$ cat src/verilog/adc_regs_pkg.sv
// constants for the configuration, status and protection register group
// assumes one 100 MHz clock and a serial front end that turns frames into register strobes
// Notes on behaviour
// - snapshot shows latched 12-bit counter, upper bits zero
// - setup bit 0 picks clock out over ready
// - setup bit 2 shuts converter and modulators down
// - setup bit 3 picks temperature for second channel
// - two-channel variant always measures temperature
// - setup bits 5:4 pick output rate 8..1 kHz
// - soft restart bit self-clears after one cycle
// - setup bit 7 picks filter bandwidth
// - status bit 0 high while reset runs
// - status bit 1 set when config CRC changes
// - status bit 2 shows protection enabled
// - key 0xca written to lock enables protection
// - key 0x9c written to lock disables protection
// - lock register reads back as zero
// - reserved setup and status bits read zero
package adc_regs_pkg;
    localparam int ADDR_W = 5;
    localparam int DATA_W = 8;
    localparam int RDATA_W = 16;
    localparam int COUNT_W = 12;
    localparam int CRC_W = 16;

    // register offsets
    localparam logic [ADDR_W-1:0] SNAPSHOT_ADDR = 5'h07;
    localparam logic [ADDR_W-1:0] SETUP_ADDR = 5'h08;
    localparam logic [ADDR_W-1:0] STATE_ADDR = 5'h09;
    localparam logic [ADDR_W-1:0] LOCK_ADDR = 5'h0a;

    // setup fields
    localparam int CLKSEL_BIT = 0;
    localparam int SHUTDOWN_BIT = 2;
    localparam int TEMPSEL_BIT = 3;
    localparam int RATE_LSB = 4;
    localparam int RATE_MSB = 5;
    localparam int RESTART_BIT = 6;
    localparam int BANDWIDTH_BIT = 7;
    localparam logic [DATA_W-1:0] SETUP_RESET = 8'h00;
    localparam logic [DATA_W-1:0] SETUP_WMASK = 8'hfd;

    // state flag fields
    localparam int RESETON_BIT = 0;
    localparam int CRCFLAG_BIT = 1;
    localparam int PROT_BIT = 2;

    // keys
    localparam logic [DATA_W-1:0] KEY_LOCK = 8'hca;
    localparam logic [DATA_W-1:0] KEY_UNLOCK = 8'h9c;
    localparam logic [DATA_W-1:0] LOCK_READ = 8'h00;
    localparam logic [COUNT_W-1:0] SNAPSHOT_RESET = 12'h000;

    // crc over setup contents
    localparam logic [CRC_W-1:0] CRC_POLY = 16'h1021;
    localparam logic [CRC_W-1:0] CRC_SEED = 16'hffff;

    // internal reset sequence length
    localparam int CLK_PERIOD_NS = 10;
    localparam int RESET_TIME_NS = 1000;
    localparam int RESET_CYCLES = (RESET_TIME_NS + CLK_PERIOD_NS - 1) / CLK_PERIOD_NS;
    localparam int SEQ_W = 8;

    typedef enum logic [1:0] {
        RATE_8K = 2'b00,
        RATE_4K = 2'b01,
        RATE_2K = 2'b10,
        RATE_1K = 2'b11
    } rate_e;

    typedef enum logic {
        SEQ_READY = 1'b0,
        SEQ_BUSY = 1'b1
    } seq_e;
endpackage

$ cat src/verilog/setup_link_if.sv
// signals shared by the register bank and its helpers
// assumes all three run on the same clock
`timescale 1ns/10ps
`default_nettype none
interface setup_link_if;
    import adc_regs_pkg::*;
    logic [DATA_W-1:0] setupByte;
    logic restartPulse;
    logic resetOn;
    logic crcChanged;

    modport regs (output setupByte, output restartPulse, input resetOn, input crcChanged);
    modport seq (input restartPulse, output resetOn);
    modport crc (input setupByte, output crcChanged);
endinterface
`default_nettype wire

$ cat src/verilog/reset_sequencer.sv
// holds the reset-in-progress flag for a fixed time after any reset
// assumes sys_rst synchronous and the restart pulse one cycle wide
`timescale 1ns/10ps
`default_nettype none
module reset_sequencer (
    // clock and reset
    input wire logic clk,
    input wire logic sys_rst,
    // link to register bank
    setup_link_if.seq link
);
    import adc_regs_pkg::*;

    localparam logic [SEQ_W-1:0] LAST_COUNT = SEQ_W'(RESET_CYCLES - 1);

    seq_e state_ff;
    logic [SEQ_W-1:0] count_ff;

    always_ff @(posedge clk) begin
        if (sys_rst || link.restartPulse) begin
            state_ff <= SEQ_BUSY;
        end else begin
            unique case (state_ff)
                SEQ_BUSY: begin
                    if (count_ff == LAST_COUNT) begin
                        state_ff <= SEQ_READY;
                    end
                end
                SEQ_READY: begin
                    state_ff <= SEQ_READY;
                end
            endcase
        end
    end

    always_ff @(posedge clk) begin
        if (sys_rst || link.restartPulse || state_ff == SEQ_READY) begin
            count_ff <= '0;
        end else begin
            count_ff <= count_ff + SEQ_W'(1);
        end
    end

    assign link.resetOn = (state_ff == SEQ_BUSY);
endmodule // reset_sequencer
`default_nettype wire

$ cat src/verilog/setup_crc_watch.sv
// keeps a crc of the setup contents and flags each change of it
// assumes the setup byte is a flip-flop output on the same clock
`timescale 1ns/10ps
`default_nettype none
module setup_crc_watch (
    // clock and reset
    input wire logic clk,
    input wire logic sys_rst,
    // link to register bank
    setup_link_if.crc link
);
    import adc_regs_pkg::*;

    function automatic logic [CRC_W-1:0] crc_byte(input logic [CRC_W-1:0] seed, input logic [DATA_W-1:0] data);
        logic [CRC_W-1:0] c;
        c = seed;
        for (int i = DATA_W - 1; i >= 0; i--) begin
            if (c[CRC_W-1] ^ data[i]) begin
                c = {c[CRC_W-2:0], 1'b0} ^ CRC_POLY;
            end else begin
                c = {c[CRC_W-2:0], 1'b0};
            end
        end
        return c;
    endfunction

    logic [CRC_W-1:0] crcNow;
    logic [CRC_W-1:0] crc_ff;
    logic primed_ff;

    assign crcNow = crc_byte(CRC_SEED, link.setupByte);

    // first sample after reset only primes, so reset itself is no change
    always_ff @(posedge clk) begin
        if (sys_rst) begin
            primed_ff <= 1'b0;
            crc_ff <= CRC_SEED;
        end else begin
            primed_ff <= 1'b1;
            crc_ff <= crcNow;
        end
    end

    assign link.crcChanged = primed_ff && (crcNow != crc_ff);
endmodule // setup_crc_watch
`default_nettype wire

$ cat src/verilog/adc_config_status_lock_regs.sv
// configuration, state flags, counter snapshot and write protection registers
// assumes a serial front end on clk giving one-cycle read and write strobes
`timescale 1ns/10ps
`default_nettype none
module adc_config_status_lock_regs #(
    parameter bit TWO_CHANNEL = 1'b0
) (
    // clock and reset
    input wire logic clk,
    input wire logic sys_rst,
    // register access from the serial front end
    input wire logic [adc_regs_pkg::ADDR_W-1:0] regAddr,
    input wire logic regWrite,
    input wire logic [adc_regs_pkg::DATA_W-1:0] regWrData,
    input wire logic regRead,
    output logic [adc_regs_pkg::RDATA_W-1:0] regRdData,
    output logic regRdValid,
    // synchronization counter
    input wire logic [adc_regs_pkg::COUNT_W-1:0] syncCount,
    input wire logic snapCapture,
    // shared pin sources and pin
    input wire logic sampleReady_n,
    input wire logic clockSource,
    output logic sharedClockOrReadyPin,
    // controls to the converter
    output logic converterShutdown,
    output logic secondChannelTemp,
    output logic [1:0] outputRateSelect,
    output logic filterBandwidthSelect,
    output logic softRestart,
    output logic restartBusy
);
    import adc_regs_pkg::*;

    setup_link_if link ();

    logic [DATA_W-1:0] setup_ff;
    logic protected_ff;
    logic crcFlag_ff;
    logic [COUNT_W-1:0] snapshot_ff;
    logic [RDATA_W-1:0] rdData_ff;
    logic rdValid_ff;
    logic pin_ff;
    logic [DATA_W-1:0] stateFlags;
    logic setupWrite;
    logic lockWrite;
    logic stateRead;
    logic [RDATA_W-1:0] nxt_rdData;

    function automatic logic hit(input logic [ADDR_W-1:0] addr, input logic [ADDR_W-1:0] target);
        return addr == target;
    endfunction

    assign lockWrite = regWrite && hit(regAddr, LOCK_ADDR);
    // setup writes during the internal reset or under protection are dropped
    assign setupWrite = regWrite && hit(regAddr, SETUP_ADDR) && !protected_ff && !link.resetOn;
    assign stateRead = regRead && hit(regAddr, STATE_ADDR);

    // setup register; restart bit lives for exactly one cycle
    always_ff @(posedge clk) begin
        if (sys_rst) begin
            setup_ff <= SETUP_RESET;
        end else if (setup_ff[RESTART_BIT]) begin
            setup_ff <= SETUP_RESET;
        end else if (setupWrite) begin
            setup_ff <= regWrData & SETUP_WMASK;
        end
    end

    assign link.setupByte = setup_ff;
    assign link.restartPulse = setup_ff[RESTART_BIT];

    // protection state, only the two keys, reset and the restart pulse change it
    always_ff @(posedge clk) begin
        if (sys_rst || link.restartPulse) begin
            protected_ff <= 1'b0;
        end else if (lockWrite && regWrData == KEY_LOCK) begin
            protected_ff <= 1'b1;
        end else if (lockWrite && regWrData == KEY_UNLOCK) begin
            protected_ff <= 1'b0;
        end
    end

    // sticky crc flag; a change in the clearing read cycle still sets it
    always_ff @(posedge clk) begin
        if (sys_rst) begin
            crcFlag_ff <= 1'b0;
        end else if (link.crcChanged) begin
            crcFlag_ff <= 1'b1;
        end else if (stateRead) begin
            crcFlag_ff <= 1'b0;
        end
    end

    always_ff @(posedge clk) begin
        if (sys_rst || link.restartPulse) begin
            snapshot_ff <= SNAPSHOT_RESET;
        end else if (snapCapture) begin
            snapshot_ff <= syncCount;
        end
    end

    always_comb begin
        stateFlags = '0;
        stateFlags[RESETON_BIT] = link.resetOn;
        stateFlags[CRCFLAG_BIT] = crcFlag_ff;
        stateFlags[PROT_BIT] = protected_ff;
    end

    always_comb begin
        nxt_rdData = '0;
        unique case (1'b1)
            hit(regAddr, SNAPSHOT_ADDR): nxt_rdData = {{(RDATA_W-COUNT_W){1'b0}}, snapshot_ff};
            hit(regAddr, SETUP_ADDR): nxt_rdData = {{(RDATA_W-DATA_W){1'b0}}, setup_ff};
            hit(regAddr, STATE_ADDR): nxt_rdData = {{(RDATA_W-DATA_W){1'b0}}, stateFlags};
            hit(regAddr, LOCK_ADDR): nxt_rdData = {{(RDATA_W-DATA_W){1'b0}}, LOCK_READ};
            default: nxt_rdData = '0;
        endcase
    end

    always_ff @(posedge clk) begin
        if (sys_rst) begin
            rdData_ff <= '0;
            rdValid_ff <= 1'b0;
        end else begin
            rdValid_ff <= regRead;
            if (regRead) begin
                rdData_ff <= nxt_rdData;
            end
        end
    end

    // pin registered so the selection never glitches it
    always_ff @(posedge clk) begin
        if (sys_rst) begin
            pin_ff <= 1'b1;
        end else begin
            pin_ff <= setup_ff[CLKSEL_BIT] ? clockSource : sampleReady_n;
        end
    end

    reset_sequencer u_seq (
        .clk(clk),
        .sys_rst(sys_rst),
        .link(link.seq)
    );

    setup_crc_watch u_crc (
        .clk(clk),
        .sys_rst(sys_rst),
        .link(link.crc)
    );

    assign regRdData = rdData_ff;
    assign regRdValid = rdValid_ff;
    assign sharedClockOrReadyPin = pin_ff;
    assign converterShutdown = setup_ff[SHUTDOWN_BIT];
    // smaller variant has no second input pair to measure
    assign secondChannelTemp = TWO_CHANNEL ? 1'b1 : setup_ff[TEMPSEL_BIT];
    assign outputRateSelect = setup_ff[RATE_MSB:RATE_LSB];
    assign filterBandwidthSelect = setup_ff[BANDWIDTH_BIT];
    assign softRestart = link.restartPulse;
    assign restartBusy = link.resetOn;
endmodule // adc_config_status_lock_regs
`default_nettype wire

$ cat config.mk
export PLATFORM = sky130hd
export DESIGN_NAME = adc_config_status_lock_regs
export DESIGN_NICKNAME = d
export VERILOG_FILES = /design/src/verilog/adc_regs_pkg.sv /design/src/verilog/setup_link_if.sv /design/src/verilog/reset_sequencer.sv /design/src/verilog/setup_crc_watch.sv /design/src/verilog/adc_config_status_lock_regs.sv
export SDC_FILE = /design/constraint.sdc
export NUM_CORES = 1
export LEC_CHECK = 0
export BUFFER_PORTS_ARGS = -buffer_cell sky130_fd_sc_hd__buf_2
export CORE_MARGIN = 1.5
export CORE_UTILIZATION = 53
export DETAILED_ROUTE_END_ITERATION = 6
export HOLD_SLACK_MARGIN = 0.08
export PLACE_DENSITY = 0.79
export SKIP_LAST_GASP = 1
export SYNTH_ARGS = -nofsm -noshare
export SYNTH_HDL_FRONTEND = slang
export SYNTH_SLANG_ARGS = --single-unit
export TNS_END_PERCENT = 100
$ cat constraint.sdc
create_clock -name clk -period 2.8 [get_ports clk]
set_input_delay 0.84 -clock clk [delete_from_list [all_inputs] [get_ports clk]]
set_output_delay 0.84 -clock clk [all_outputs]
set_load 0.005 [all_outputs]
# Word-level counts from Yosys, hierarchy flattened
# Cells that the tools add are included.
dict set report word_totals {
  input_bits 32
  ff_bits 65
  elab_cells 69
  out_inout_bits 25
}
dict set report classes {
  n_addsub 1
  mux 17
  n_bitwise 15
  n_eq_ne 8
  n_reduce_logical 16
}
# operator n
set op_table {}
lappend op_table {{$mux 13} 8}
lappend op_table {{$pmux 12 s3} 1}
lappend op_table {{$not 3->3} 7}
lappend op_table {{$eq 8x8->1 const B} 2}
lappend op_table {{$ne 16x16->1} 1}
lappend op_table {{$eq 5x4->1 const B} 3}
lappend op_table {{$add 8x1->8 const B} 1}
lappend op_table {{$eq 8x7->1 const B} 1}
lappend op_table {{$logic_and 1x1->1} 8}
lappend op_table {{$mux 1} 7}
lappend op_table {{$eq 5x3->1 const B} 1}
lappend op_table {{$reduce_bool 2->1} 2}
lappend op_table {{$reduce_or 3->1} 1}
lappend op_table {{$xor 1x1->1} 3}
lappend op_table {{$xor 1x1->1 const A} 3}
lappend op_table {{$logic_not 1->1} 2}
lappend op_table {{$logic_or 1x1->1} 2}
lappend op_table {{$not 1->1} 2}
lappend op_table {{$pmux 1 s2} 1}
lappend op_table {{$reduce_or 2->1} 1}

# Depth between registers and ports, before layout
# Gate-level depths: netlist of the first run.
dict set report depth {
  ltp_word 18
  depth_mapped 5
  ltp_nobuf 4
}

# By module
# A second synthesis of the first run with hierarchy kept.
dict set report hier_totals {
  hier_cells 271
  hier_area_um2 2546.2
}
# mod cells_per_inst seq_area_each_um2 n_inst area_each_um2
set modules_own_cells {}
lappend modules_own_cells {adc_config_status_lock_regs 163 700.7 1 1460.2}
lappend modules_own_cells {setup_crc_watch 68 320.3 1 714.4}
lappend modules_own_cells {reset_sequencer 40 180.2 1 371.6}

# Least setup slack after synthesis of the first run
# Ideal clock, no wire load.
dict set report synth_path {
  path_kind {input port to flip-flop}
  from {input port regAddr[0] (netlist name)}
  to {register setup_ff[0], in the netlist link.setupByte[0]}
  arrival_ps 2122
  setup_time_ps 128
  slack_ps 550
  required_time_ps 2672
  stages 4
  n_path_buf 0
  cell_sequence {or4b_4 > nor4_4 > mux2i_1 > nor2_1}
}
dict set report synth_between {
  elab_chain_len 4
}
# item line
set synth_lines {}
lappend synth_lines {{start: declaration} adc_config_status_lock_regs.sv:12} ;# input wire logic [adc_regs_pkg::ADDR_W-1:0] regAddr,
lappend synth_lines {{$eq 5x4->1} adc_config_status_lock_regs.sv:51} ;# return addr == target;
lappend synth_lines {{$logic_and 1x1->1 (3 in series)} adc_config_status_lock_regs.sv:56} ;# assign setupWrite = regWrite && hit(regAddr, SETUP_ADDR) && !protected_ff && !link.resetOn;
lappend synth_lines {{end signal: assignment} adc_config_status_lock_regs.sv:66} ;# setup_ff <= regWrData & SETUP_WMASK;
lappend synth_lines {{end: declaration} adc_config_status_lock_regs.sv:37} ;# logic [DATA_W-1:0] setup_ff;
# No other way between the ends.
# A chain may end at the register's enable or synchronous reset.

# Worst setup path after layout of the first run
dict set report layout_path {
  from {input port regAddr[0] (netlist name)}
  to {register setup_ff[2], in the netlist link.setupByte[2]}
}
# Same word-level chain as after synthesis.

==> results of run 1 <==
==> power groups by stage <==
stage / Clock [mW] / Combinational [mW] / Sequential, mW
after floorplan: 0 / 0.0716 / 0.900
after global placement: 0 / 0.115 / 0.902
after detailed placement: 0 / 0.118 / 0.903
after CTS: 0.944 / 0.119 / 0.884
after global routing: 0.988 / 0.135 / 0.887
final: 0.931 / 0.119 / 0.884
==> worst min path at each step <==
stage                                 start                            to  slack [ps]  cells past startpoint
2_1_floorplan  u_seq.count_ff[0]$_SDFF_PP0_  u_seq.count_ff[0]$_SDFF_PP0_         430                      1
3_3_place_gp   u_seq.count_ff[0]$_SDFF_PP0_  u_seq.count_ff[0]$_SDFF_PP0_         450                      1
3_5_place_dp   u_seq.count_ff[0]$_SDFF_PP0_  u_seq.count_ff[0]$_SDFF_PP0_         450                      1
4_1_cts        u_seq.count_ff[0]$_SDFF_PP0_  u_seq.count_ff[0]$_SDFF_PP0_         460                      1
5_1_grt        u_seq.count_ff[0]$_SDFF_PP0_  u_seq.count_ff[0]$_SDFF_PP0_         490                      1
6_report          regRdData[9]$_SDFFE_PP0P_     regRdData[9]$_SDFFE_PP0P_         470                      2
==> worst max-delay path, cell delays in order <==
cell and delay, ps:
buf_2 140, or4b_4 580, nor4_4 540, mux2i_1 280, nor2_1 60
==> metrics by stage <==
step | setup WS [ps] | cell area (sq um)
6_report | 558 | 2980
2_1_floorplan | 550 | 2480
5_1_grt | 463 | 2980
3_5_place_dp | 227 | 2740
3_3_place_gp | 285 | 2740
4_1_cts | 564 | 2980
==> cell usage after synthesis, types with 3 or more instances <==
cell type and number:
a211oi_1 9, a21oi_1 8, a22oi_1 8, buf_4 6
clkbuf_1 12, dfxtp_1 59, inv_1 5, mux2i_1 19
nand2_1 16, nand2b_1 9, nand3_1 9, nor2_1 35
o21ai_0 3, or2_2 4, or3_1 3, xnor2_1 12
xor2_1 5
==> flip-flops by register name (all words and copies together), names as in the netlist <==
signal	flops
link.setupByte	7
u_crc.crc_ff	14
regRdValid	1
u_crc.primed_ff	1
u_seq.count_ff	8
crcFlag_ff	1
snapshot_ff	12
sharedClockOrReadyPin	1
regRdData	12
protected_ff	1
u_seq.link.resetOn	1
==> metal layers <==
layer,share of wire,track usage,vias to the layer above,routed length [microns]
met5,0,0,-,0
met4,0.016,0.0901,0,87
met3,0.068,0.0886,7,371
met2,0.48,0.371,72,2640
met1,0.44,0.312,973,2390
li1,-,-,1006,-
==> layout make-up <==
class | count | area (sq um)
clock inverter | 7 | 116
fill | 360 | 1430
clock buffer | 9 | 124
timing repair buffer | 56 | 290
tap | 52 | 65.1
multi-input combinational | 180 | 1190
sequential | 59 | 1180
inverter | 5 | 18.8
==> placed cells by master (no fill, tap or decap), types with 2 or more instances in the layout <==
cell type	n
nor2_1	35
and3_1	2
a32oi_1	2
a22oi_1	8
or2_2	4
o21ai_0	3
nor2b_1	2
dfxtp_1	59
nand3b_1	2
or3b_2	2
clkinv_2	2
bufinv_16	3
a211oi_1	9
xor2_1	5
nand2b_1	9
buf_4	4
nand3_1	9
inv_1	5
clkbuf_8	9
xnor2_1	12
nand2_1	16
or3_1	3
mux2_2	2
nor3_1	2
a21oi_1	8
buf_2	52
conb_1	4
mux2i_1	19
==> logic make-up after synthesis <==
kind of cell / Yosys count / share of synthesized area
AOI/OAI and AO/OA: 42 / 0.121
and+or+nand+nor: 95 / 0.201
other: 1 / 0.00152
DFF: 59 / 0.478
adders and majority gates: 1 / 0.00506
buffers and inverters: 25 / 0.0471
xor gates and xnor gates: 17 / 0.0602
muxes: 21 / 0.0860
==> impl_metrics.json, run 1 <==
{
  "postSynth.asyncResetShare": 0,
  "whs_ps": 467,
  "yosys.area.top_type": "dfxtp_1",
  "holdCritPathClass": "reg2reg",
  "cp_max_fo": 7,
  "final_util": 0.675,
  "period_needed_ps": 2240,
  "ctsHoldBuffers": 0,
  "cts_tree": "built",
  "ir_drop_v": 0.000424,
  "critPathCaptureType": "register",
  "powerDensity_mw_per_mm2": 649,
  "ys_top_cells_by_area": "dfxtp_1 (48%), mux2i_1 (7.7%), nor2_1 (5.3%), xnor2_1 (4.3%), a211oi_1 (2.7%)",
  "p_switching_mw": 0.422,
  "vias": 2058,
  "grt_pass1_wl_mm": 9.40,
  "cts_root_buf": "clkbuf_8",
  "pin_count": 57,
  "core-area_sq_mm": 0.00441,
  "hold_violations": 0,
  "synthCells": 261,
  "seq_power_share": 0.457,
  "drc": 0,
  "setup_viol": 0,
  "vias_per_cell": 5.59,
  "relSlewSlack": 0.574,
  "combPwrFrac": 0.061,
  "clock.fmax_mhz": 446,
  "wl_per_cell_microns": 14.9,
  "p_int_mw": 1.51,
  "yosys_warnings": 0,
  "crit_end": "link.setupByte[2]$_SDFFE_PP0P_",
  "drt_wl_total_mm": 5.49,
  "status": "complete, no violations",
  "r2r_end": "crcFlag_ff$_SDFFE_PP0P_",
  "postSynthAreaPerCell_sq_um": 9.47,
  "antenna_found_initial": 0,
  "cts_setup_buffers": 0,
  "drtAntennaViolNets": 0,
  "power_mw": 1.93,
  "clk_pin_slew_ps": 70,
  "firstDrtPassIters": 4,
  "clkPwrFrac": 0.481,
  "cts_buffers": 9,
  "synth_seq_cells": 59,
  "switching_share": 0.218,
  "cp-startpoint": "regAddr[0]",
  "synthesis.area_sq_mm": 0.00247,
  "fin_nets": 344,
  "gp_congestion": 0.827,
  "clockBufferDepth": 2,
  "rows": 24,
  "die_w_microns": 71.3,
  "rr_worst_depth": 4,
  "cts_sinks": 59,
  "worstPathRequired_ps": 3000,
  "dpl.hpwl_mm": 3.81,
  "crit-reg2reg-launch": "link.setupByte[6]$_SDFF_PP0_",
  "clock_skew_ps": 7.23,
  "die_h_microns": 71.3,
  "maxCapViolCount": 0,
  "port-buffer-count": 52,
  "syn_to_final_growth_pct": 20.6,
  "reg2reg_slack_ps": 930,
  "slew_violations": 0,
  "grt_pass1_vias": 2019,
  "clkLatencyLatePin_ps": 340,
  "grt_overflow": 0,
  "rsz0062_at_grt": "no",
  "grt_start_max_net_pins": 21,
  "finalSetupTns_ps": 0,
  "synth_edf_count": 0,
  "critPathKind": "in2reg",
  "diodes": 0,
  "arrival_ps": 2440,
  "synth_top_area_frac": 0.478,
  "start_util": 0.560,
  "cts-resized-gates": 0,
  "seq_area_frac_synth": 0.478,
  "die_area_sq_mm": 0.00508,
  "dr.first_iter.drc_count": 171,
  "worst_slew_pin_slew_ps": 638,
  "critical_path.startpoint_type": "input pin",
  "placed_cells": 352,
  "synth.distinct_cells": 48,
  "htree_levels": 3,
  "ys.flop_type": "dfxtp_1",
  "fin_cells": 368,
  "track_usage": 0.241,
  "p_leak_nw": 1.28,
  "drive_gt1_frac": 0.266,
  "final.period_utilization": 0.801
}
Note: power is estimated with default switching activity, not from simulation.
==> run 2, diff against run 1 <==
--- a/config.mk
+++ b/config.mk
@@ -7,10 +7,10 @@
 export LEC_CHECK = 0
 export BUFFER_PORTS_ARGS = -buffer_cell sky130_fd_sc_hd__buf_2
 export CORE_MARGIN = 1.5
-export CORE_UTILIZATION = 53
+export CORE_UTILIZATION = 48
 export DETAILED_ROUTE_END_ITERATION = 6
 export HOLD_SLACK_MARGIN = 0.08
-export PLACE_DENSITY = 0.79
+export PLACE_DENSITY = 0.75
 export SKIP_LAST_GASP = 1
 export SYNTH_ARGS = -nofsm -noshare
 export SYNTH_HDL_FRONTEND = slang
==> constraint.sdc (replaced) <==
create_clock -name clk -period 1.93 [get_ports clk]
set_input_delay 0.579 -clock clk [delete_from_list [all_inputs] [get_ports clk]]
set_output_delay 0.579 -clock clk [all_outputs]
set_load 0.005 [all_outputs]
==> impl_metrics.json, run 2 (synthesis results as in run 1) <==
{
  "fin_nets": 361,
  "dpl.hpwl_mm": 3.97,
  "grt_start_max_net_pins": 17,
  "firstDrtPassIters": 4,
  "rows": 25,
  "clk_pin_slew_ps": 60,
  "final_cell_mix": "dfxtp_1 (59), buf_2 (52), nor2_1 (35), buf_4 (21), mux2i_1 (19)",
  "holdCritPathClass": "reg2reg",
  "clock_skew_ps": 6.90,
  "power_mw": 2.73,
  "dr.first_iter.drc_count": 66,
  "htree_levels": 3,
  "reg2reg_slack_ps": 240,
  "worstPathRequired_ps": 2160,
  "p_leak_nw": 1.36,
  "diodes": 0,
  "drive_gt1_frac": 0.300,
  "start_util": 0.510,
  "gp_congestion": 0.770,
  "grt_pass1_wl_mm": 8.74,
  "antenna_found_initial": 0,
  "rr_worst_depth": 4,
  "final.period_utilization": 0.910,
  "critPathCaptureType": "register",
  "ctsHoldBuffers": 0,
  "vias_per_cell": 5.08,
  "drt_wl_total_mm": 5.49,
  "crit-reg2reg-launch": "u_crc.crc_ff[6]$_SDFF_PP1_",
  "cts_root_buf": "clkbuf_8",
  "regMostFlops": "u_crc.crc_ff",
  "cp-startpoint": "regAddr[0]",
  "maxCapViolCount": 0,
  "port-buffer-count": 52,
  "period_needed_ps": 1760,
  "largest_reg_flops": 14,
  "nFillCells": 428,
  "die_w_microns": 74.8,
  "cts_tree": "built",
  "final_common_cell": "dfxtp_1",
  "status": "complete, no violations",
  "pin_count": 57,
  "crit_end": "link.setupByte[4]$_SDFFE_PP0P_",
  "rsz0062_at_grt": "no",
  "ir_drop_v": 0.000542,
  "slew_violations": 0,
  "cts-resized-gates": 0,
  "track_usage": 0.215,
  "placed_cells": 384,
  "critical_path.startpoint_type": "input pin",
  "r2r_end": "crcFlag_ff$_SDFFE_PP0P_",
  "vias": 2030,
  "arrival_ps": 1990,
  "critPathKind": "in2reg",
  "core-area_sq_mm": 0.00485,
  "clockBufferDepth": 2,
  "setup_viol": 0,
  "die_area_sq_mm": 0.00559,
  "worst_slew_pin_slew_ps": 657,
  "grt_pass1_vias": 1889,
  "wl_per_cell_microns": 13.7,
  "drtAntennaViolNets": 0,
  "fin_cells": 400,
  "clock.fmax_mhz": 569,
  "cts_sinks": 59,
  "relSlewSlack": 0.559,
  "cts_buffers": 9,
  "syn_to_final_growth_pct": 26.0,
  "die_h_microns": 74.8,
  "clkLatencyLatePin_ps": 340,
  "grt_overflow": 0,
  "cp_max_fo": 7,
  "hold_violations": 0,
  "cts_setup_buffers": 0,
  "powerDensity_mw_per_mm2": 878,
  "drc": 0
}
run 2: changes by cell type in the layout (fill, tap and decap cells not counted):
cell / change
clkbuf_1: +1
clkinv_2: -1
clkinv_4: -1
clkbuf_8: +2
buf_4: +17
bufinv_16: -1
run 2: through the flow:
| step | utilization | area (sq um) | TNS [ps] | setup slack (ps) | hold slack, ps |
|---|---|---|---|---|---|
| 5_1_grt | 0.643 | 3120 | 0 | 128 | 472 |
| 6_report | 0.643 | 3120 | 0 | 173 | 461 |
| 3_3_place_gp | 0.596 | 2890 | -633 | -81.7 | 441 |
| 2_1_floorplan | - | 2480 | -353 | -59.0 | 430 |
| 4_1_cts | 0.643 | 3120 | 0 | 174 | 463 |
| 3_5_place_dp | 0.596 | 2890 | -1070 | -159 | 448 |
run 2: worst min-delay path by stage:
| stage | start | end | slack [ps] | cells past startpoint |
|---|---|---|---|---|
| 3_3_place_gp | u_seq.count_ff[0]$_SDFF_PP0_ | u_seq.count_ff[0]$_SDFF_PP0_ | 440 | 1 |
| 6_report | u_seq.count_ff[0]$_SDFF_PP0_ | u_seq.count_ff[0]$_SDFF_PP0_ | 460 | 1 |
| 2_1_floorplan | u_seq.count_ff[0]$_SDFF_PP0_ | u_seq.count_ff[0]$_SDFF_PP0_ | 430 | 1 |
| 4_1_cts | u_seq.count_ff[0]$_SDFF_PP0_ | u_seq.count_ff[0]$_SDFF_PP0_ | 460 | 1 |
| 3_5_place_dp | u_seq.count_ff[0]$_SDFF_PP0_ | u_seq.count_ff[0]$_SDFF_PP0_ | 450 | 1 |
| 5_1_grt | syncCount[5] | snapshot_ff[5]$_SDFFE_PP0P_ | 470 | 3 |
run 2: power by group:
| part | leakage [nW] | switching (mW) | internal [mW] |
|---|---|---|---|
| Combinational | 0.759 | 0.0933 | 0.0897 |
| Clock | 0.113 | 0.474 | 0.795 |
| Sequential | 0.484 | 0.0229 | 1.26 |
| Total | 1.36 | 0.590 | 2.14 |
run 2: area by class of cell:
| class | instances | area, sq um | share of cell area |
|---|---|---|---|
| Clock inverter | 4 | 72.6 | 0.0233 |
| Multi-Input combinational cell | 180 | 1190 | 0.381 |
| Tap cell | 67 | 83.8 | 0.0269 |
| Inverter | 5 | 18.8 | 0.00602 |
| Sequential cell | 59 | 1180 | 0.379 |
| Clock buffer | 12 | 155 | 0.0498 |
| Timing Repair Buffer | 73 | 418 | 0.134 |
run 2: layer usage:
layer  routed length [microns]  vias up  track usage
met5                         0        -            0
met4                        62        0       0.0889
met3                       340        9       0.0897
met2                      2520       52        0.322
met1                      2570      937        0.273
li1                          -     1032            -
run 2: critical path, stage by stage:
cell and delay, ps:
buf_2 110, or4b_4 570, nor4_4 230, buf_4 210, mux2i_1 240, nor2_1 60
